[src/core/cae_pkg.sv]
// Package for the acceptance filter and error register block.
// Assumes a 32-bit AXI4-Lite slave with one register per aligned word.
package cae_pkg;

  // Register indices; the byte address is four times the index.
  localparam logic [7:0] IDX_MISC = 8'h0D;
  localparam logic [7:0] IDX_RXERR = 8'h0E;
  localparam logic [7:0] IDX_TXERR = 8'h0F;
  localparam logic [7:0] IDX_CODE_A = 8'h10;
  localparam logic [7:0] IDX_MASK_A = 8'h14;
  localparam logic [7:0] IDX_CODE_B = 8'h18;
  localparam logic [7:0] IDX_MASK_B = 8'h1C;
  localparam logic [7:0] IDX_CTRL = 8'h20;
  localparam logic [7:0] IDX_STAT = 8'h21;
  localparam logic [7:0] IDX_INT_ST = 8'h22;
  localparam logic [7:0] IDX_INT_MSK = 8'h23;
  localparam logic [7:0] IDX_FG_ID = 8'h24;

  localparam int ADDR_W = 8;

  // Control register fields.
  localparam int CTRL_INIT_RQ = 0;
  localparam int CTRL_SLEEP_RQ = 1;
  localparam int CTRL_RECOV_OPT = 2;
  localparam int CTRL_ORG_LSB = 4;
  // Status register fields.
  localparam int STAT_INIT_ACK = 0;
  localparam int STAT_SLEEP_ACK = 1;
  localparam int STAT_BO_HOLD = 2;
  localparam int STAT_FG_IDE = 3;
  localparam int STAT_HIT_LSB = 4;
  // Interrupt status and mask fields, and the misc hold bit.
  localparam int INT_RX_FULL = 0;
  localparam int INT_BUS_OFF = 1;
  localparam int MISC_BO_HOLD = 0;

  localparam logic [7:0] ERR_CNT_RST = 8'h00;
  localparam logic [31:0] FILT_RST = 32'h0000_0000;
  localparam logic [1:0] RESP_OKAY = 2'h0;
  localparam logic [1:0] RESP_SLVERR = 2'h2;

  // Filter organization codes.
  localparam logic [1:0] ORG_32 = 2'h0;
  localparam logic [1:0] ORG_16 = 2'h1;
  localparam logic [1:0] ORG_8 = 2'h2;
  localparam logic [1:0] ORG_CLOSED = 2'h3;

  typedef enum logic [3:0] {
    SEL_NONE, SEL_MISC, SEL_RXERR, SEL_TXERR, SEL_CODE_A, SEL_MASK_A,
    SEL_CODE_B, SEL_MASK_B, SEL_CTRL, SEL_STAT, SEL_INT_ST, SEL_INT_MSK,
    SEL_FG_ID
  } cae_sel_type;

endpackage

[src/core/cae_filt_if.sv]
// Carrier between the register block and its acceptance filter.
// Assumes both ends sit on the same clock; the filter is combinational.
interface cae_filt_if;
  logic [31:0] id;
  logic ide;
  logic [63:0] code;
  logic [63:0] mask;
  logic [1:0] org;
  logic hit;
  logic [2:0] idx;
  modport regs (output id, ide, code, mask, org, input hit, idx);
  modport filt (input id, ide, code, mask, org, output hit, idx);
endinterface

[src/core/cae_filter.sv]
// Acceptance filter: compares the background identifier with the banks.
// Assumes code and mask byte n of each filter pair with identifier byte n.
module cae_filter (
  cae_filt_if.filt f
);

  // A mask bit of one makes the bit a don't-care.
  // masked bit compare
  function automatic logic byte_ok(input logic [7:0] id_b, input logic [7:0] code_b,
                                   input logic [7:0] mask_b);
    return &(~(id_b ^ code_b) | mask_b);
  endfunction

  logic [7:0] m8;
  logic [3:0] m16;
  logic [1:0] m32;
  logic [7:0] hits;

  genvar k;
  generate
    for (k = 0; k < 8; k++) begin : g8
      assign m8[k] = byte_ok(f.id[7:0], f.code[8*k+:8], f.mask[8*k+:8]);
    end
    for (k = 0; k < 4; k++) begin : g16
      assign m16[k] = byte_ok(f.id[7:0], f.code[16*k+:8], f.mask[16*k+:8]) &
                      byte_ok(f.id[15:8], f.code[16*k+8+:8], f.mask[16*k+8+:8]);
    end
    for (k = 0; k < 2; k++) begin : g32
      assign m32[k] = byte_ok(f.id[7:0], f.code[32*k+:8], f.mask[32*k+:8]) &
                      byte_ok(f.id[15:8], f.code[32*k+8+:8], f.mask[32*k+8+:8]) &
                      (!f.ide |
                       (byte_ok(f.id[23:16], f.code[32*k+16+:8], f.mask[32*k+16+:8]) &
                        byte_ok(f.id[31:24], f.code[32*k+24+:8], f.mask[32*k+24+:8])));
    end
  endgenerate

  always_comb begin
    case (f.org)
      cae_pkg::ORG_32: hits = {6'h00, m32};
      cae_pkg::ORG_16: hits = {4'h0, m16};
      cae_pkg::ORG_8: hits = m8;
      default: hits = 8'h00;
    endcase
    f.hit = |hits;
    f.idx = 3'h0;
    // The lowest numbered filter wins when several match.
    for (int i = 7; i >= 0; i--) begin
      if (hits[i]) begin
        f.idx = 3'(i);
      end
    end
  end

endmodule

[src/core/cae_regs.sv]
// Register side of a CAN controller: bus-off hold, error counters, filters.
// Assumes an AXI4-Lite master on aclk and a protocol core on the same clock
// that supplies counters, mode acknowledges, bus-off entry and messages.
//
// Decided for this implementation: register access over AXI4-Lite.

module cae_regs (
  input wire logic aclk,
  input wire logic aresetn,
  input wire logic awvalid,
  output logic awready,
  input wire logic [cae_pkg::ADDR_W-1:0] awaddr,
  input wire logic wvalid,
  output logic wready,
  input wire logic [31:0] wdata,
  input wire logic [3:0] wstrb,
  output logic bvalid,
  input wire logic bready,
  output logic [1:0] bresp,
  input wire logic arvalid,
  output logic arready,
  input wire logic [cae_pkg::ADDR_W-1:0] araddr,
  output logic rvalid,
  input wire logic rready,
  output logic [31:0] rdata,
  output logic [1:0] rresp,
  input wire logic init_acknowledge,
  input wire logic sleep_acknowledge,
  input wire logic bus_off_entry,
  input wire logic [7:0] rx_error_count_in,
  input wire logic [7:0] tx_error_count_in,
  input wire logic rx_msg_valid,
  input wire logic [31:0] identifier_bytes,
  input wire logic rx_msg_ide,
  output logic init_request,
  output logic sleep_request,
  output logic user_recovery_option,
  output logic recovery_request,
  output logic bus_off_hold_flag,
  output logic rx_foreground_full,
  output logic [2:0] filter_hit_index,
  output logic irq
);

  typedef struct packed {
    logic awv;
    logic [cae_pkg::ADDR_W-1:0] aw_addr;
    logic wv;
    logic [31:0] w_data;
    logic [3:0] w_strb;
    logic awready;
    logic wready;
    logic bvalid;
    logic [1:0] bresp;
    logic arready;
    logic rvalid;
    logic [1:0] rresp;
    logic [31:0] rdata;
    logic init_rq;
    logic sleep_rq;
    logic recov_opt;
    logic [1:0] org;
    logic bo_hold;
    logic recov_pulse;
    logic [7:0] rx_err;
    logic [7:0] tx_err;
    logic [63:0] code;
    logic [63:0] mask;
    logic [31:0] bg_id;
    logic bg_ide;
    logic bg_pend;
    logic [31:0] fg_id;
    logic fg_ide;
    logic [2:0] hit_idx;
    logic rx_full;
    logic bo_evt;
    logic [1:0] int_mask;
    logic irq;
  } cae_state_type;

  cae_state_type s_r;
  cae_state_type s_nxt;
  cae_filt_if fi ();

  // Shared by the read and write paths so both see the same map.
  function automatic cae_pkg::cae_sel_type decode(input logic [cae_pkg::ADDR_W-1:0] a);
    cae_pkg::cae_sel_type sel;
    sel = cae_pkg::SEL_NONE;
    if (a == {cae_pkg::IDX_MISC[5:0], 2'b00}) begin
      sel = cae_pkg::SEL_MISC;
    end else if (a == {cae_pkg::IDX_RXERR[5:0], 2'b00}) begin
      sel = cae_pkg::SEL_RXERR;
    end else if (a == {cae_pkg::IDX_TXERR[5:0], 2'b00}) begin
      sel = cae_pkg::SEL_TXERR;
    end else if (a == {cae_pkg::IDX_CODE_A[5:0], 2'b00}) begin
      sel = cae_pkg::SEL_CODE_A;
    end else if (a == {cae_pkg::IDX_MASK_A[5:0], 2'b00}) begin
      sel = cae_pkg::SEL_MASK_A;
    end else if (a == {cae_pkg::IDX_CODE_B[5:0], 2'b00}) begin
      sel = cae_pkg::SEL_CODE_B;
    end else if (a == {cae_pkg::IDX_MASK_B[5:0], 2'b00}) begin
      sel = cae_pkg::SEL_MASK_B;
    end else if (a == {cae_pkg::IDX_CTRL[5:0], 2'b00}) begin
      sel = cae_pkg::SEL_CTRL;
    end else if (a == {cae_pkg::IDX_STAT[5:0], 2'b00}) begin
      sel = cae_pkg::SEL_STAT;
    end else if (a == {cae_pkg::IDX_INT_ST[5:0], 2'b00}) begin
      sel = cae_pkg::SEL_INT_ST;
    end else if (a == {cae_pkg::IDX_INT_MSK[5:0], 2'b00}) begin
      sel = cae_pkg::SEL_INT_MSK;
    end else if (a == {cae_pkg::IDX_FG_ID[5:0], 2'b00}) begin
      sel = cae_pkg::SEL_FG_ID;
    end
    return sel;
  endfunction

  // The filter always looks at the background buffer.
  assign fi.id = s_r.bg_id;
  assign fi.ide = s_r.bg_ide;
  assign fi.code = s_r.code;
  assign fi.mask = s_r.mask;
  assign fi.org = s_r.org;

  cae_filter u_filter (
    .f(fi.filt)
  );

  always_comb begin
    logic in_init;
    logic [31:0] rd;
    logic [1:0] rr;
    logic [31:0] cur;
    cae_pkg::cae_sel_type wsel;
    in_init = s_r.init_rq & init_acknowledge;
    rd = 32'h0000_0000;
    rr = cae_pkg::RESP_OKAY;
    cur = 32'h0000_0000;
    wsel = decode(s_r.aw_addr);
    s_nxt = s_r;
    s_nxt.recov_pulse = 1'b0;

    s_nxt.rx_err = rx_error_count_in;
    s_nxt.tx_err = tx_error_count_in;

    if (awvalid && s_r.awready) begin
      s_nxt.awv = 1'b1;
      s_nxt.aw_addr = awaddr;
    end
    if (wvalid && s_r.wready) begin
      s_nxt.wv = 1'b1;
      s_nxt.w_data = wdata;
      s_nxt.w_strb = wstrb;
    end
    if (bready && s_r.bvalid) begin
      s_nxt.bvalid = 1'b0;
    end

    // A write is carried out once both address and data are held.
    if (s_r.awv && s_r.wv && !s_r.bvalid) begin
      s_nxt.awv = 1'b0;
      s_nxt.wv = 1'b0;
      s_nxt.bvalid = 1'b1;
      s_nxt.bresp = cae_pkg::RESP_OKAY;
      case (wsel)
        cae_pkg::SEL_MISC: begin
          if (s_r.w_strb[0] && s_r.w_data[cae_pkg::MISC_BO_HOLD] && s_r.bo_hold) begin
            s_nxt.bo_hold = 1'b0;
            s_nxt.recov_pulse = 1'b1;
          end
        end
        cae_pkg::SEL_CODE_A, cae_pkg::SEL_MASK_A, cae_pkg::SEL_CODE_B,
        cae_pkg::SEL_MASK_B: begin
          if (in_init) begin
            for (int b = 0; b < 4; b++) begin
              if (s_r.w_strb[b]) begin
                case (wsel)
                  cae_pkg::SEL_CODE_A: s_nxt.code[8*b+:8] = s_r.w_data[8*b+:8];
                  cae_pkg::SEL_MASK_A: s_nxt.mask[8*b+:8] = s_r.w_data[8*b+:8];
                  cae_pkg::SEL_CODE_B: s_nxt.code[32+8*b+:8] = s_r.w_data[8*b+:8];
                  default: s_nxt.mask[32+8*b+:8] = s_r.w_data[8*b+:8];
                endcase
              end
            end
          end
        end
        cae_pkg::SEL_CTRL: begin
          if (s_r.w_strb[0]) begin
            s_nxt.init_rq = s_r.w_data[cae_pkg::CTRL_INIT_RQ];
            s_nxt.sleep_rq = s_r.w_data[cae_pkg::CTRL_SLEEP_RQ];
            s_nxt.recov_opt = s_r.w_data[cae_pkg::CTRL_RECOV_OPT];
            // The organization is part of the filter setup and is locked likewise.
            if (in_init) begin
              s_nxt.org = s_r.w_data[cae_pkg::CTRL_ORG_LSB+:2];
            end
          end
        end
        cae_pkg::SEL_INT_ST: begin
          if (s_r.w_strb[0]) begin
            if (s_r.w_data[cae_pkg::INT_RX_FULL]) begin
              s_nxt.rx_full = 1'b0;
            end
            if (s_r.w_data[cae_pkg::INT_BUS_OFF]) begin
              s_nxt.bo_evt = 1'b0;
            end
          end
        end
        cae_pkg::SEL_INT_MSK: begin
          if (s_r.w_strb[0]) begin
            s_nxt.int_mask = s_r.w_data[1:0];
          end
        end
        cae_pkg::SEL_RXERR, cae_pkg::SEL_TXERR, cae_pkg::SEL_STAT,
        cae_pkg::SEL_FG_ID: begin
          // Read-only words accept the write and keep their value.
        end
        default: s_nxt.bresp = cae_pkg::RESP_SLVERR;
      endcase
    end

    // Read data is captured on acceptance so it stays stable while rvalid waits.
    case (decode(araddr))
      cae_pkg::SEL_MISC: rd[cae_pkg::MISC_BO_HOLD] = s_r.bo_hold;
      cae_pkg::SEL_RXERR: rd[7:0] = s_r.rx_err;
      cae_pkg::SEL_TXERR: rd[7:0] = s_r.tx_err;
      cae_pkg::SEL_CODE_A: rd = s_r.code[31:0];
      cae_pkg::SEL_MASK_A: rd = s_r.mask[31:0];
      cae_pkg::SEL_CODE_B: rd = s_r.code[63:32];
      cae_pkg::SEL_MASK_B: rd = s_r.mask[63:32];
      cae_pkg::SEL_CTRL: begin
        cur[cae_pkg::CTRL_INIT_RQ] = s_r.init_rq;
        cur[cae_pkg::CTRL_SLEEP_RQ] = s_r.sleep_rq;
        cur[cae_pkg::CTRL_RECOV_OPT] = s_r.recov_opt;
        cur[cae_pkg::CTRL_ORG_LSB+:2] = s_r.org;
        rd = cur;
      end
      cae_pkg::SEL_STAT: begin
        cur[cae_pkg::STAT_INIT_ACK] = init_acknowledge;
        cur[cae_pkg::STAT_SLEEP_ACK] = sleep_acknowledge;
        cur[cae_pkg::STAT_BO_HOLD] = s_r.bo_hold;
        cur[cae_pkg::STAT_FG_IDE] = s_r.fg_ide;
        cur[cae_pkg::STAT_HIT_LSB+:3] = s_r.hit_idx;
        rd = cur;
      end
      cae_pkg::SEL_INT_ST: begin
        cur[cae_pkg::INT_RX_FULL] = s_r.rx_full;
        cur[cae_pkg::INT_BUS_OFF] = s_r.bo_evt;
        rd = cur;
      end
      cae_pkg::SEL_INT_MSK: rd[1:0] = s_r.int_mask;
      cae_pkg::SEL_FG_ID: rd = s_r.fg_id;
      default: rr = cae_pkg::RESP_SLVERR;
    endcase
    if (rready && s_r.rvalid) begin
      s_nxt.rvalid = 1'b0;
    end
    if (arvalid && s_r.arready) begin
      s_nxt.rvalid = 1'b1;
      s_nxt.rdata = rd;
      s_nxt.rresp = rr;
    end

    // Hardware sets come after software clears so a coincident event wins.
    if (bus_off_entry) begin
      s_nxt.bo_evt = 1'b1;
      if (s_r.recov_opt) begin
        s_nxt.bo_hold = 1'b1;
        s_nxt.recov_pulse = 1'b0;
      end
    end

    // A pending message is judged one cycle after it lands in the background.
    if (s_r.bg_pend) begin
      if (!fi.hit) begin
        s_nxt.bg_pend = 1'b0;
      end else if (!s_nxt.rx_full) begin
        s_nxt.fg_id = s_r.bg_id;
        s_nxt.fg_ide = s_r.bg_ide;
        s_nxt.hit_idx = fi.idx;
        s_nxt.rx_full = 1'b1;
        s_nxt.bg_pend = 1'b0;
      end
    end
    // An accepted message still waiting for the foreground is lost to a newer one.
    if (rx_msg_valid) begin
      s_nxt.bg_id = identifier_bytes;
      s_nxt.bg_ide = rx_msg_ide;
      s_nxt.bg_pend = 1'b1;
    end

    s_nxt.awready = !s_nxt.awv && !s_nxt.bvalid;
    s_nxt.wready = !s_nxt.wv && !s_nxt.bvalid;
    s_nxt.arready = !s_nxt.rvalid;
    s_nxt.irq = |({s_nxt.bo_evt, s_nxt.rx_full} & s_nxt.int_mask);
  end

  always_ff @(posedge aclk) begin
    if (!aresetn) begin
      s_r <= '0;
      s_r.rx_err <= cae_pkg::ERR_CNT_RST;
      s_r.tx_err <= cae_pkg::ERR_CNT_RST;
      s_r.code <= {cae_pkg::FILT_RST, cae_pkg::FILT_RST};
      s_r.mask <= {cae_pkg::FILT_RST, cae_pkg::FILT_RST};
    end else begin
      s_r <= s_nxt;
    end
  end

  assign awready = s_r.awready;
  assign wready = s_r.wready;
  assign bvalid = s_r.bvalid;
  assign bresp = s_r.bresp;
  assign arready = s_r.arready;
  assign rvalid = s_r.rvalid;
  assign rdata = s_r.rdata;
  assign rresp = s_r.rresp;
  assign init_request = s_r.init_rq;
  assign sleep_request = s_r.sleep_rq;
  assign user_recovery_option = s_r.recov_opt;
  assign recovery_request = s_r.recov_pulse;
  assign bus_off_hold_flag = s_r.bo_hold;
  assign rx_foreground_full = s_r.rx_full;
  assign filter_hit_index = s_r.hit_idx;
  assign irq = s_r.irq;

endmodule

[config.mk]
export PLATFORM = sky130hd
export DESIGN_NAME = cae_regs
export DESIGN_NICKNAME = d
export VERILOG_FILES = /design/src/core/cae_pkg.sv /design/src/core/cae_filt_if.sv /design/src/core/cae_filter.sv /design/src/core/cae_regs.sv
export SDC_FILE = /design/constraint.sdc
export NUM_CORES = 1
export LEC_CHECK = 0
export ABC_AREA = 0
export BUFFER_PORTS_ARGS = -buffer_cell sky130_fd_sc_hd__buf_2
export CORE_AREA = 2 2 162 164
export CTS_CLUSTER_SIZE = 24
export DETAILED_ROUTE_END_ITERATION = 16
export DIE_AREA = 0 0 164 166
export GPL_ROUTABILITY_DRIVEN = 0
export PLACE_DENSITY = 0.78
export SETUP_SLACK_MARGIN = 0.02
export SKIP_CTS_REPAIR_TIMING = 1
export SLEW_MARGIN = 20
export SYNTH_ARGS = -nofsm -noshare
export SYNTH_HDL_FRONTEND = slang
export SYNTH_SLANG_ARGS = --single-unit
[constraint.sdc]
create_clock -name aclk -period 3.3 [get_ports aclk]
set_clock_uncertainty 0.05 [all_clocks]
set_input_delay 0.33 -clock aclk [delete_from_list [all_inputs] [get_ports aclk]]
set_output_delay 0.33 -clock aclk [all_outputs]
set_load 0.02 [all_outputs]
==> reports/results.txt <==
status: complete, but fails checks
failing checks: negative hold slack
CP startpoint: fi.id[1]
detailed placement HPWL: 32.8 mm
WL/cell: 21.1 um
Hold Path Class: primary input to flip-flop
Synth warnings: 0
worst path cell trace: xnor2_1, o22ai_1, nor4_1, o2111ai_1, o311ai_1, nand4bb_1, o21a_4, buf_12, mux2i_1
vias in the first global route: 12,200
Die ar.: 27,200 sq um
P per Cell Area: 510 nW/um^2
Slew Limit Fails: 0
Seq pwr share: 45.5%
crit path buf inv count: 1
CP peak stage delay: 0.67 ns
R2R Setup Slk: 0.1 ns
Final period util: 97.0%
sw frac: 23.7%
Async SR Flop Fraction: 0%
Comb power frac: 7.7%
pin count of the biggest net entering global routing: 107
synth top area cells: dfxtp_1 (42%), mux2i_1 (14%), xnor2_1 (7.6%)
Worst Hold Launch: tx_error_count_in[3]
Worst-Skew Late Latency: 0.53 ns
mapped cell area: 14,800 sq um
cell count after synthesis: 1,693
XOR/XNOR share of the synthesized area: 7.57%
Worst-path clk slew: 0.06 ns
IO Port Bufs: 160
Synth Area per Inst: 8.75 sq um
WP data required: 3.69 ns
final setup fails: 0
CP delay by family, top: simple AND/OR/NAND/NOR gates
post-synth cell types: 73
Post-Synth Simple-Gate Area: 15.5%
Int Pwr: 6660 uW
hold path cells: 2
Starting Density: 57.8%
core area: 25,600 sq um
ant diodes: 0
number of max-cap violations: 0
Synth Register Bits: 311
Post-synth EDFFs: 0
H-Tree Depth: 2
First-pass DRT Iterations: 6
Routed WL: 45.9 mm
r2r startpoint: fi.id[1]
Overflow after GRT: 0
CP Launch Type: flip-flop
Clock Tree Buf Depth: 3
Tmin final: 3.20 ns
largest family of logic cells by synthesized area: simple AND/OR/NAND/NOR gates
cell taking the most area after synthesis: dfxtp_1
Root Driver: clkbuf_16
DRT antenna net count: 0
clock sink total: 311
residual DRC count: 0
Clk pwr share: 46.8%
Num CTS Buffers: 34
first-pass GRT wire length: 69.2 mm
CTS tree: yes
critical path's slowest cell: dfxtp_1
r2r worst-path depth: 9
vias: 13,300
Max Clock Freq: 312 MHz
Final Hold Vio Count: 18
Area Growth Syn to Fin: 15.6%
Final nets: 1,926
Hold Slack: -0.0110 ns
RSZ-0062 raised after global routing: false
CP Capture Type: flip-flop
crit path DAT: 3.59 ns
initial antenna violation count: 0
GRT Util Overall: 32.5%
Post-synth top flop: dfxtp_1
mux cell area share after synthesis: 14.6%
post-synthesis compound-gate area fraction: 14.4%
hold endpoint: s_r[206]
setup TNS: 0 ns
sequential fraction of the synthesis area: 42.0%
path type of the worst setup path: flip-flop to flip-flop
overall die height: 166 um
Total Power: 8730 uW
share of layout cells above drive strength 1: 17.1%
P_sw: 2070 uW
slew at the pin closest to its max-slew limit: 1.12 ns
Max VDD drop: 0.367 mV
reg2reg end: s_r[30]
Crit Path Max Fanout: 21
post-synth top area share: 42.0%
Leak Pwr: 0.00651 uW
Post-Synth Adder-Cell Area: 0%
Die W: 164 um
drt first-iter violations: 1,855
Ports: 163
# rows: 59
via/cell ratio: 6.10
Max-slew headroom: 25.6%
## cell type report
class                           count  area (sq um)
Clock buffer                       45           953
Clock inverter                     15           255
Fill cell                        2043          8490
Inverter                            8          35.0
Multi-Input combinational cell   1217          7750
Sequential cell                   311          6230
Tap cell                          335           419
Timing Repair Buffer              242          1490
## per-layer routing
layer  track usage (%)  part of all wire (%)  wire length (um)  vias to the layer above
met5                 0                     0                 0                        -
met4              11.1                   3.9              1800                        0
met3              9.74                    14              6610                      174
met2              43.7                    39             17900                      911
met1              49.0                    43             19600                     6119
li1                  -                     -                 -                     6049
## cells in the final DEF, fill, tap and decap left out, types with 26 or more instances in the layout
cell	instances
dfxtp_1	311
nand2_1	215
mux2i_1	210
nor2_1	186
buf_2	159
xnor2_1	128
a21oi_1	119
o21ai_0	84
buf_4	63
o22ai_1	53
clkbuf_16	35
a22oi_1	28
a31oi_1	26
## synthesized netlist by cell type, types with 11 or more instances
master    number
nand2_1      216
buf_4         39
o22ai_1       53
a21oi_1      119
nand3_1       11
o21ai_0       84
xnor2_1      128
dfxtp_1      311
buf_2         25
clkbuf_1      80
mux2i_1      210
a22oi_1       28
nor4_1        13
and2_1        20
nor2_1       186
a31oi_1       26
## through the flow
stage	hold slack [ns]	util (%)	instances	area, sq um	setup slack [ns]
4_1_cts	-0.0358	66.1	2155	16900	0.251
3_5_place_dp	0.397	61.4	2095	15700	0.263
6_report	-0.0110	66.9	2173	17100	0.0984
3_3_place_gp	0.387	61.4	2095	15700	0.414
2_1_floorplan	0.372	-	1694	14800	0.935
5_1_grt	0.000563	66.9	2173	17100	0.0294
## cell families (layout without fill, tap and decap cells)
group                     after synthesis  count (layout)
buffers and inverters                 166             310
AOI/OAI and AO/OA                     355             355
DFF                                   311             311
xor gates and xnor gates              128             128
and+or+nand+nor                       516             516
other                                   1               2
muxes                                 216             216
## worst max-delay path by stage
stage	endpoint	slack (ns)	depth (start not counted)
finish	s_r[30]	0.1	9
global route	s_r[35]	0.03	9
CTS	s_r[30]	0.25	9
detailed placement	s_r[27]	0.26	9
global placement	s_r[26]	0.41	8
floorplan	s_r[10]	0.93	10
## state kept, by name, indices dropped and copies added (netlist names), 2 cells and up
register,flops
filter_hit_index,3
fi.code,64
fi.org,2
fi.id,32
fi.mask,64
rdata,32
s_r,99
## power by group through the flow
stage	registers, uW	logic (uW)	clock network (uW)
2_1_floorplan	3990	484	0
3_3_place_gp	4040	627	0
3_5_place_dp	4040	639	0
4_1_cts	3960	643	4110
5_1_grt	3970	726	4270
6_report	3970	670	4090
## worst register-to-register path, cell delays in order, from the launching register on
cell and delay, ns:
dfxtp_1 0.67, xnor2_1 0.20, o22ai_1 0.13, nor4_1 0.61, o2111ai_1 0.20, o311ai_1 0.16, nand4bb_1 0.29, o21a_4 0.33
buf_12 0.24, mux2i_1 0.24
Note: power is estimated with default switching activity, not from simulation.
